File: src/rtl/serial_output_pkg.sv
`default_nettype none
package serial_output_pkg;
    // Register offsets
    localparam logic [7:0] OFS_FUSE_MAP_LOAD       = 8'h13;
    localparam logic [7:0] OFS_PATTERN_VALUE_LOW   = 8'h14;
    localparam logic [7:0] OFS_PATTERN_VALUE_MID   = 8'h15;
    localparam logic [7:0] OFS_PATTERN_SELECT_HIGH = 8'h16;
    localparam logic [7:0] OFS_INPUT_CLOCK_BUFFER  = 8'h18;
    localparam logic [7:0] OFS_FRAME_CLOCK_CONFIG  = 8'h19;
    // Field positions
    localparam int POS_FUSE_LOAD      = 0;
    localparam int POS_SECOND_SEL_LO  = 5;
    localparam int POS_FIRST_SEL_LO   = 2;
    localparam int POS_BUF_ON         = 4;
    localparam int POS_FC_ORIGIN      = 7;
    localparam int POS_FC_HALVING     = 4;
    localparam int POS_FC_OUTPUT_ON   = 1;
    localparam int POS_FC_STRETCH     = 0;
    // Writable masks, reserved bits ignored
    localparam logic [7:0] MASK_FUSE  = 8'h01;
    localparam logic [7:0] MASK_BUF   = 8'h10;
    localparam logic [7:0] MASK_FC    = 8'h93;
    // Reset values
    localparam logic [7:0] RST_FUSE   = 8'h00;
    localparam logic [7:0] RST_LOW    = 8'h00;
    localparam logic [7:0] RST_MID    = 8'h00;
    localparam logic [7:0] RST_HIGH   = 8'h00;
    localparam logic [7:0] RST_BUF    = 8'h10;
    localparam logic [7:0] RST_FC     = 8'h02;
    // Widths and FIFO depth
    localparam int PATTERN_W = 18;
    localparam int NATIVE_W  = 16;
    localparam int FIFO_DEPTH = 32;
    // Pattern selector codes
    typedef enum logic [2:0] {
        PAT_NORMAL   = 3'h0,
        PAT_RAMP     = 3'h2,
        PAT_CONSTANT = 3'h3
    } pattern_sel_t;
    // Frame clock states, Gray along the usual path
    typedef enum logic [1:0] {
        FC_IDLE = 2'b00,
        FC_HIGH = 2'b01,
        FC_LOW  = 2'b11
    } fc_state_t;
endpackage
`default_nettype wire

File: src/rtl/sample_stream_if.sv
`default_nettype none
interface sample_stream_if #(parameter int W = 36);
    logic         valid;
    logic         ready;
    logic [W-1:0] data;
    modport source (output valid, output data, input ready);
    modport sink   (input valid, input data, output ready);
endinterface
`default_nettype wire

File: src/rtl/sample_fifo.sv
`default_nettype none
module sample_fifo #(
    parameter int W     = 36,
    parameter int DEPTH = 32
) (
    input  wire logic clk,
    input  wire logic rst_n,
    sample_stream_if.sink   in_s,
    sample_stream_if.source out_s
);
    localparam int AW = $clog2(DEPTH);
    typedef struct packed {
        logic [DEPTH-1:0][W-1:0] mem;
        logic [AW-1:0]           wr;
        logic [AW-1:0]           rd;
        logic [AW:0]             cnt;
        logic                    room;
    } fifo_state_t;
    fifo_state_t s_q, s_d;
    logic push, pop;
    assign in_s.ready  = s_q.room;
    assign out_s.valid = (s_q.cnt != '0);
    assign out_s.data  = s_q.mem[s_q.rd];
    assign push = in_s.valid && in_s.ready;
    assign pop  = out_s.valid && out_s.ready;
    always_comb begin
        s_d = s_q;
        if (push) begin
            s_d.mem[s_q.wr] = in_s.data;
            s_d.wr = s_q.wr + 1'b1;
        end
        if (pop) s_d.rd = s_q.rd + 1'b1;
        s_d.cnt = s_q.cnt + (AW+1)'(push) - (AW+1)'(pop);
        // Ready comes from a flop, judged on the count after this edge
        s_d.room = (s_d.cnt != (AW+1)'(DEPTH));
    end
    always_ff @(posedge clk or negedge rst_n) begin
        if (!rst_n) s_q <= '0;
        else s_q <= s_d;
    end
    a_fifo_no_overflow: assert property (@(posedge clk) disable iff (!rst_n)
        s_q.cnt <= (AW+1)'(DEPTH)) else $error("fifo count above depth");
endmodule
`default_nettype wire

File: src/rtl/serial_output_config.sv
`default_nettype none
// Function
// - A fuse-map load returns all configuration registers except the fuse-map load register to reset values.
// - Constant pattern outputs the 18-bit custom value, MSB aligned.
// - Second channel selector bits 7-5: 000 normal, 010 ramp, 011 constant.
// - First channel selector bits 4-2 decodes the same way.
// - Patterns inserted before bit mapper at the 18-bit output width; native samples MSB aligned.
// - Frame clock origin zero selects converter core frame timing.
// - Frame clock output driven only while its enable bit is one.
// - Stretch bit lengthens frame clock to span both channels' words.
module serial_output_config
    import serial_output_pkg::*;
#(
    parameter int NW = serial_output_pkg::NATIVE_W
) (
    input  wire logic                                    clk,
    input  wire logic                                    reset_n,
    input  wire logic                                    reg_wr,
    input  wire logic                                    reg_rd,
    input  wire logic [7:0]                              reg_addr,
    input  wire logic [7:0]                              reg_wdata,
    output var  logic [7:0]                              reg_rdata,
    input  wire logic                                    external_data_clock_in,
    input  wire logic                                    sample_valid,
    output var  logic                                    sample_ready,
    input  wire logic [NW-1:0]                           sample_first,
    input  wire logic [NW-1:0]                           sample_second,
    input  wire logic                                    core_frame_strobe,
    input  wire logic                                    ddc_frame_strobe,
    output var  logic                                    word_valid,
    output var  logic [serial_output_pkg::PATTERN_W-1:0] word_first,
    output var  logic [serial_output_pkg::PATTERN_W-1:0] word_second,
    output var  logic                                    frame_clock,
    output var  logic                                    frame_clock_oe_n,
    output var  logic                                    frame_clock_halving,
    output var  logic                                    data_clock_input_buffer_on,
    output var  logic                                    fuse_map_load_strobe
);
    import serial_output_pkg::*;

    localparam int DW = 2 * PATTERN_W;

    typedef struct packed {
        logic [1:0]           rst_sync;
        logic [7:0]           fuse;
        logic [7:0]           low;
        logic [7:0]           mid;
        logic [7:0]           high;
        logic [7:0]           buf_ctl;
        logic [7:0]           fc;
        logic [7:0]           rdata;
        logic [2:0]           dclk_sync;
        logic [PATTERN_W-1:0] ramp_first;
        logic [PATTERN_W-1:0] ramp_second;
        fc_state_t            fc_state;
        logic                 fc_phase;
        logic                 frame;
        logic                 frame_oe_n;
        logic                 halving;
        logic                 buf_on;
        logic                 load_pulse;
        logic                 wvalid;
        logic [DW-1:0]        wdata;
    } cfg_state_t;

    cfg_state_t s_q, s_d;
    logic       rst_n;
    assign rst_n = s_q.rst_sync[1];

    sample_stream_if #(.W(DW)) fifo_in ();
    sample_stream_if #(.W(DW)) fifo_out ();

    sample_fifo #(.W(DW), .DEPTH(FIFO_DEPTH)) u_fifo (
        .clk   (clk),
        .rst_n (rst_n),
        .in_s  (fifo_in),
        .out_s (fifo_out)
    );

    // Native sample widened to output width, MSB aligned
    function automatic logic [PATTERN_W-1:0] native_msb(input logic [NW-1:0] v);
        native_msb = {v, {(PATTERN_W-NW){1'b0}}};
    endfunction

    function automatic logic [PATTERN_W-1:0] pick(
        input logic [2:0]           sel,
        input logic [NW-1:0]        smp,
        input logic [PATTERN_W-1:0] ramp,
        input logic [PATTERN_W-1:0] pat
    );
        case (sel)
            PAT_RAMP:     pick = ramp;
            PAT_CONSTANT: pick = pat;
            default:      pick = native_msb(smp);
        endcase
    endfunction

    logic [PATTERN_W-1:0] pat_value;
    logic [2:0]           sel_first, sel_second;
    logic                 dclk_rise, strobe_in, accept;
    assign pat_value  = {s_q.high[1:0], s_q.mid, s_q.low};
    assign sel_second = s_q.high[POS_SECOND_SEL_LO +: 3];
    assign sel_first  = s_q.high[POS_FIRST_SEL_LO +: 3];
    assign dclk_rise  = s_q.dclk_sync[1] && !s_q.dclk_sync[2];
    assign accept     = sample_valid && fifo_in.ready;
    assign strobe_in  = s_q.fc[POS_FC_ORIGIN] ? ddc_frame_strobe
                                              : core_frame_strobe;

    assign fifo_in.valid = sample_valid;
    assign fifo_in.data  = {pick(sel_second, sample_second, s_q.ramp_second, pat_value),
                            pick(sel_first, sample_first, s_q.ramp_first, pat_value)};
    assign fifo_out.ready = dclk_rise;

    always_comb begin
        s_d = s_q;
        s_d.rst_sync   = {s_q.rst_sync[0], 1'b1};
        s_d.dclk_sync  = {s_q.dclk_sync[1:0], external_data_clock_in};
        s_d.load_pulse = 1'b0;
        if (reg_wr) begin
            case (reg_addr)
                OFS_FUSE_MAP_LOAD: begin
                    s_d.fuse = reg_wdata & MASK_FUSE;
                    // Falling edge of the load bit applies the mapping
                    if (s_q.fuse[POS_FUSE_LOAD] && !reg_wdata[POS_FUSE_LOAD]) begin
                        s_d.load_pulse = 1'b1;
                    end
                end
                OFS_PATTERN_VALUE_LOW:   s_d.low  = reg_wdata;
                OFS_PATTERN_VALUE_MID:   s_d.mid  = reg_wdata;
                OFS_PATTERN_SELECT_HIGH: s_d.high = reg_wdata;
                OFS_INPUT_CLOCK_BUFFER:  s_d.buf_ctl = reg_wdata & MASK_BUF;
                OFS_FRAME_CLOCK_CONFIG:  s_d.fc = reg_wdata & MASK_FC;
                default: ;
            endcase
        end
        if (reg_rd) begin
            case (reg_addr)
                OFS_FUSE_MAP_LOAD:       s_d.rdata = s_q.fuse;
                OFS_PATTERN_VALUE_LOW:   s_d.rdata = s_q.low;
                OFS_PATTERN_VALUE_MID:   s_d.rdata = s_q.mid;
                OFS_PATTERN_SELECT_HIGH: s_d.rdata = s_q.high;
                OFS_INPUT_CLOCK_BUFFER:  s_d.rdata = s_q.buf_ctl;
                OFS_FRAME_CLOCK_CONFIG:  s_d.rdata = s_q.fc;
                default:                 s_d.rdata = 8'h00;
            endcase
        end
        // Load discards earlier writes, keeping the load bit itself
        if (s_q.load_pulse) begin
            s_d.low     = RST_LOW;
            s_d.mid     = RST_MID;
            s_d.high    = RST_HIGH;
            s_d.buf_ctl = RST_BUF;
            s_d.fc      = RST_FC;
        end
        if (accept) begin
            s_d.ramp_first  = s_q.ramp_first + pat_value;
            s_d.ramp_second = s_q.ramp_second + pat_value;
        end
        s_d.wvalid = fifo_out.valid && dclk_rise;
        if (s_d.wvalid) s_d.wdata = fifo_out.data;
        // Frame clock: high one strobe period, low next; stretch covers both words
        case (s_q.fc_state)
            FC_IDLE: if (strobe_in) begin
                s_d.fc_state = FC_HIGH;
                s_d.fc_phase = 1'b0;
            end
            FC_HIGH: if (strobe_in) begin
                if (s_q.fc[POS_FC_STRETCH] && !s_q.fc_phase) begin
                    s_d.fc_phase = 1'b1;
                end else begin
                    s_d.fc_state = FC_LOW;
                end
            end
            FC_LOW: if (strobe_in) begin
                s_d.fc_state = FC_HIGH;
                s_d.fc_phase = 1'b0;
            end
            default: s_d.fc_state = FC_IDLE;
        endcase
        s_d.frame      = s_q.fc[POS_FC_OUTPUT_ON] && (s_q.fc_state == FC_HIGH);
        s_d.frame_oe_n = !s_q.fc[POS_FC_OUTPUT_ON];
        s_d.halving    = s_q.fc[POS_FC_HALVING];
        s_d.buf_on     = s_q.buf_ctl[POS_BUF_ON];
    end

    always_ff @(posedge clk or negedge reset_n) begin
        if (!reset_n) begin
            s_q            <= '0;
            s_q.fuse       <= RST_FUSE;
            s_q.buf_ctl    <= RST_BUF;
            s_q.fc         <= RST_FC;
            s_q.fc_state   <= FC_IDLE;
            s_q.frame_oe_n <= 1'b1;
        end else begin
            s_q <= s_d;
        end
    end

    assign sample_ready               = fifo_in.ready;
    assign reg_rdata                  = s_q.rdata;
    assign word_valid                 = s_q.wvalid;
    assign word_first                 = s_q.wdata[PATTERN_W-1:0];
    assign word_second                = s_q.wdata[DW-1:PATTERN_W];
    assign frame_clock                = s_q.frame;
    assign frame_clock_oe_n           = s_q.frame_oe_n;
    assign frame_clock_halving        = s_q.halving;
    assign data_clock_input_buffer_on = s_q.buf_on;
    assign fuse_map_load_strobe       = s_q.load_pulse;

    a_load_resets_fc: assert property (@(posedge clk) disable iff (!rst_n)
        s_q.load_pulse |=> s_q.fc == RST_FC) else $error("load did not reset");
    a_const_pattern: assert property (@(posedge clk) disable iff (!rst_n)
        (accept && sel_first == PAT_CONSTANT) |-> fifo_in.data[PATTERN_W-1:0] == pat_value)
        else $error("constant pattern wrong");
    a_second_normal: assert property (@(posedge clk) disable iff (!rst_n)
        (accept && sel_second == PAT_NORMAL)
        |-> fifo_in.data[DW-1:PATTERN_W] == native_msb(sample_second))
        else $error("second channel normal wrong");
    a_first_ramp: assert property (@(posedge clk) disable iff (!rst_n)
        (accept && sel_first == PAT_RAMP) |=>
        s_q.ramp_first == $past(s_q.ramp_first) + $past(pat_value))
        else $error("ramp step wrong");
    a_native_lsbs: assert property (@(posedge clk) disable iff (!rst_n)
        (accept && sel_first == PAT_NORMAL)
        |-> fifo_in.data[PATTERN_W-NW-1:0] == '0) else $error("not msb aligned");
    a_frame_off: assert property (@(posedge clk) disable iff (!rst_n)
        !s_q.fc[POS_FC_OUTPUT_ON] |=> !frame_clock && frame_clock_oe_n)
        else $error("frame clock driven while off");
    a_reserved_fc: assert property (@(posedge clk) disable iff (!rst_n)
        (s_q.fc & ~MASK_FC) == 8'h00) else $error("reserved bit stored");
    a_stretch_hold: assert property (@(posedge clk) disable iff (!rst_n)
        (s_q.fc[POS_FC_STRETCH] && s_q.fc_state == FC_HIGH && !s_q.fc_phase && strobe_in)
        |=> s_q.fc_state == FC_HIGH) else $error("stretch not held");
    c_load: cover property (@(posedge clk) s_q.load_pulse);
    c_const: cover property (@(posedge clk) accept && sel_first == PAT_CONSTANT);
    c_word: cover property (@(posedge clk) word_valid);
    c_full: cover property (@(posedge clk) disable iff (!rst_n) !sample_ready);
endmodule
`default_nettype wire

File: config.mk
export PLATFORM = sky130hd
export DESIGN_NAME = serial_output_config
export DESIGN_NICKNAME = d
export VERILOG_FILES = /design/src/rtl/serial_output_pkg.sv /design/src/rtl/sample_stream_if.sv /design/src/rtl/sample_fifo.sv /design/src/rtl/serial_output_config.sv
export SDC_FILE = /design/constraint.sdc
export NUM_CORES = 2
export LEC_CHECK = 0
export ABC_AREA = 1
export ABC_CLOCK_PERIOD_IN_PS = 32900
export BUFFER_PORTS_ARGS = -buffer_cell sky130_fd_sc_hd__buf_2
export CORE_MARGIN = 5
export CORE_UTILIZATION = 55
export DETAILED_ROUTE_END_ITERATION = 16
export PLACE_DENSITY = 0.74
export SKIP_LAST_GASP = 1
export SLEW_MARGIN = 30
export SYNTH_ARGS = -nofsm -noshare
export SYNTH_HDL_FRONTEND = slang
export SYNTH_HIERARCHICAL = 1
export SYNTH_SLANG_ARGS = --single-unit
export TNS_END_PERCENT = 30
File: constraint.sdc
create_clock -name clk -period 32.9 [get_ports clk]
set_clock_uncertainty 0.2 [all_clocks]
set_input_delay 3.29 -clock clk [delete_from_list [all_inputs] [get_ports clk]]
set_output_delay 3.29 -clock clk [all_outputs]
set_load 0.005 [all_outputs]
==> metrics.csv <==
metric,value,unit
status,"finished, final reports clean",
Finished Core Util,0.599,
# IOs,107,
"antenna viol nets, final",0,
met3 Usage GRT,0.0548,
YS warnings,6,
Max Freq,201,MHz
worst endpoint required time,33280,ps
CP arrival,5350,ps
Iter 0 DRT Violations,6667,
dpl hpwl,105,mm
startpoint types,input pin,
Vias/cell,5.69,
ys flop type,dfrtp_1,
Setup TNS,0,ps
# resized after CTS,0,
routability cong.,0.907,
Tmin final,4970,ps
Die Span X,349,um
syn_area_per_cell,7.58,um2
"EDFF count, synth",0,
final WL,186,mm
Clock Sinks,1293,
antenna cells,0,
Avg WL per Cell,19.2,um
CP Class,in -> reg,
postcts setup bufs,0,
Post-Syn Instances,8325,
slowest cell on the critical path,nand2_2,
crit-path leading delay family,simple AND/OR/NAND/NOR gates,
flop and latch count out of synthesis,1293,
Skew-Pair Late Insertion Delay,740,ps
vias after detailed routing,55100,
Core Footprint,0.114,mm2
initial antenna violation count,2,
CP bufs+invs,4,
DRC Markers,0,
Crit path largest cell delay,710,ps
H-tree depth,4,
crit-path max FO,37,
RSZ-0062 raised after global routing,false,
Power Density,95.9,mW/mm2
die area,0.122,mm2
Placement Setup Slack,27240,ps
peak supply drop,0.0000666,V
Mapped Area,0.0631,mm2
Final Hold Vio Count,0,
Initial Util,0.552,
first-pass GRT wire length,296,mm
vias in the first global route,52400,
met1 Resource Use GR,0.435,
Syn-to-layout area delta,8.50,%
Num CTS Buffers,135,
Setup WS post-layout,27930,ps
First-pass DRT Iterations,6,
part of the Yosys area used for sequential elements,0.513,
IO buf count,106,
CP endpoint kind,register,
Max-slew headroom,0.256,
syn_nets,8433,
leak pwr,33.9,nW
CP cell instances,buf_2 > nand2_2 > inv_2 > nand2_1 > inv_2 > nand2_2 > buf_4 > o21ai_0,
CTS hold repair buffers,0,
"Reg clk slew, reported paths",60,ps
gr busiest metal,met2,
Die Ht,349,um
Clock Root Buffer,clkbuf_16,
crit share post-route,0.151,
TritonCTS clock tree,done,
total grt overflow,0,
Cell Rows,124,
largest net degree at the start of global routing,202,
Max Cap Viol,0,
total track usage,0.304,
share of layout cells above drive strength 1,0.0623,
Unique masters post-synth,42,
endpoints failing setup,0,
hold crit path type,reg -> async,
Slew @ Worst Pin,1120,ps
Max clock buf depth,3,
asr flop ratio synth,1.00,
Final #Nets,8174,
final slew viol count,0,
met2 Use GR,0.465,
==> layer usage <==
layer  part of all wire  vias to the layer above
met1               0.42                    26400
li1                   -                    25700
met5            0.00015                        -
met2               0.44                     2585
met3              0.096                      409
met4              0.039                        4
==> area by class of cell <==
type / instances / area [um2]
tap: 1512 / 1890
timing repair buffer: 203 / 1510
clock buffer: 206 / 4100
sequential: 1293 / 32400
multi-input combinational: 5656 / 25200
fill: 10200 / 45800
clock inverter: 37 / 437
inverter: 777 / 2940
==> per-stage QoR <==
step / hold slack (ps) / instance area, um2 / instances / power [W]
global route: 156 / 68400 / 9684 / 0.00703
CTS: 141 / 68200 / 9677 / 0.00654
floorplan: 131 / 63100 / 8325 / 0.00426
finish: 118 / 68400 / 9684 / 0.00656
global placement: 133 / 63600 / 9433 / 0.00488
detailed placement: 138 / 63700 / 9434 / 0.00496
==> flip-flops by register name (all words and copies together) (netlist names) <==
signal / flops
frame_clock: 1
u_fifo/s_q: 1168
data_clock_input_buffer_on: 1
s_d: 5
fuse_map_load_strobe: 1
s_q: 50
word_second: 18
pat_value: 18
u_fifo/in_s.ready: 1
word_first: 18
rst_n: 1
frame_clock_halving: 1
word_valid: 1
reg_rdata: 8
frame_clock_oe_n: 1
==> cell usage after synthesis, types with 28 or more instances <==
cell / n / area [um2]
buf_4: 58 / 435
nand2_2: 29 / 181
o211ai_1: 55 / 413
nor2_1: 199 / 747
nand2_1: 3122 / 11700
nand3_1: 779 / 3900
inv_1: 759 / 2850
buf_1: 57 / 214
dfrtp_1: 1290 / 32300
buf_2: 168 / 841
clkbuf_1: 299 / 1120
o21ai_1: 28 / 140
o21ai_0: 1190 / 5960
ha_1: 49 / 613
a21oi_1: 102 / 510
==> final timing paths <==
kind	from	endpoint	slack, ps	cells after the start
setup / recovery	sample_valid	u_fifo/s_q[27]	27930	8
hold reg to reg	rst_n	u_fifo/s_q[4]	120	0
hold / removal	rst_n	u_fifo/s_q[4]	120	0
setup reg to reg	u_fifo/s_q[7]	word_second[15]	28470	12
min in group clk	s_d[82]	s_d[83]	150	0
max in group asynchronous	rst_n	u_fifo/s_q[1037]	28770	6
==> cells in the final DEF, fill, tap and decap left out, types with 3 or more instances in the layout <==
master / synthesis / routed
nand2_1: 3122 / 3119
dfrtp_1: 1290 / 1285
o21ai_0: 1190 / 1189
nand3_1: 779 / 779
inv_1: 759 / 759
nor2_1: 199 / 199
clkbuf_16: 0 / 140
buf_2: 168 / 105
a21oi_1: 102 / 102
buf_4: 58 / 72
o211ai_1: 55 / 55
ha_1: 49 / 49
clkbuf_8: 0 / 35
clkbuf_1: 299 / 31
o21ai_1: 28 / 29
nand2_2: 29 / 26
clkinv_2: 0 / 19
o21ai_2: 16 / 16
xnor2_1: 14 / 14
nand3b_1: 13 / 13
inv_2: 16 / 12
buf_6: 2 / 12
nor3_1: 10 / 10
nor2_4: 6 / 10
buf_12: 0 / 10
bufinv_16: 0 / 7
xor2_1: 7 / 7
nor3_4: 5 / 5
nand4_1: 5 / 5
inv_6: 0 / 5
and2_1: 4 / 4
dfrtp_4: 0 / 4
nand2_8: 0 / 4
buf_16: 0 / 4
fa_1: 3 / 3
clkinv_8: 0 / 3
dfstp_2: 3 / 3
==> report_power, final <==
group	internal [W]	total (W)	switching, W
registers	0.00219	0.00252	0.000330
logic	0.000779	0.00249	0.00171
clock network	0.000917	0.00156	0.000641
==> cells by family (layout without fill, tap and decap cells) <==
family          count (synthesis)  count (layout)  share of synthesized area
xor+xnor                       21              21                    0.00292
flops                        1293            1293                      0.513
fa+ha+maj                      52              52                     0.0107
buf+inv                      1376            1223                     0.0892
simple gates                 4181            4181                      0.269
other cells                     1               1                  0.0000595
mux                             1               1                   0.000159
compound gates               1400            1400                      0.115
==> worst reg2reg max path: stages (launching register included) <==
cell and delay [ps]:
dfrtp_4 710, inv_8 630, buf_12 790, buf_4 860, nand2_1 160, nand3_1 120, nand3_1 130, nand3_1 140
nand2_1 80, nand2_1 70, inv_1 40, nand2_1 270, nand2_1 120
(Power assumes the default switching activity.)
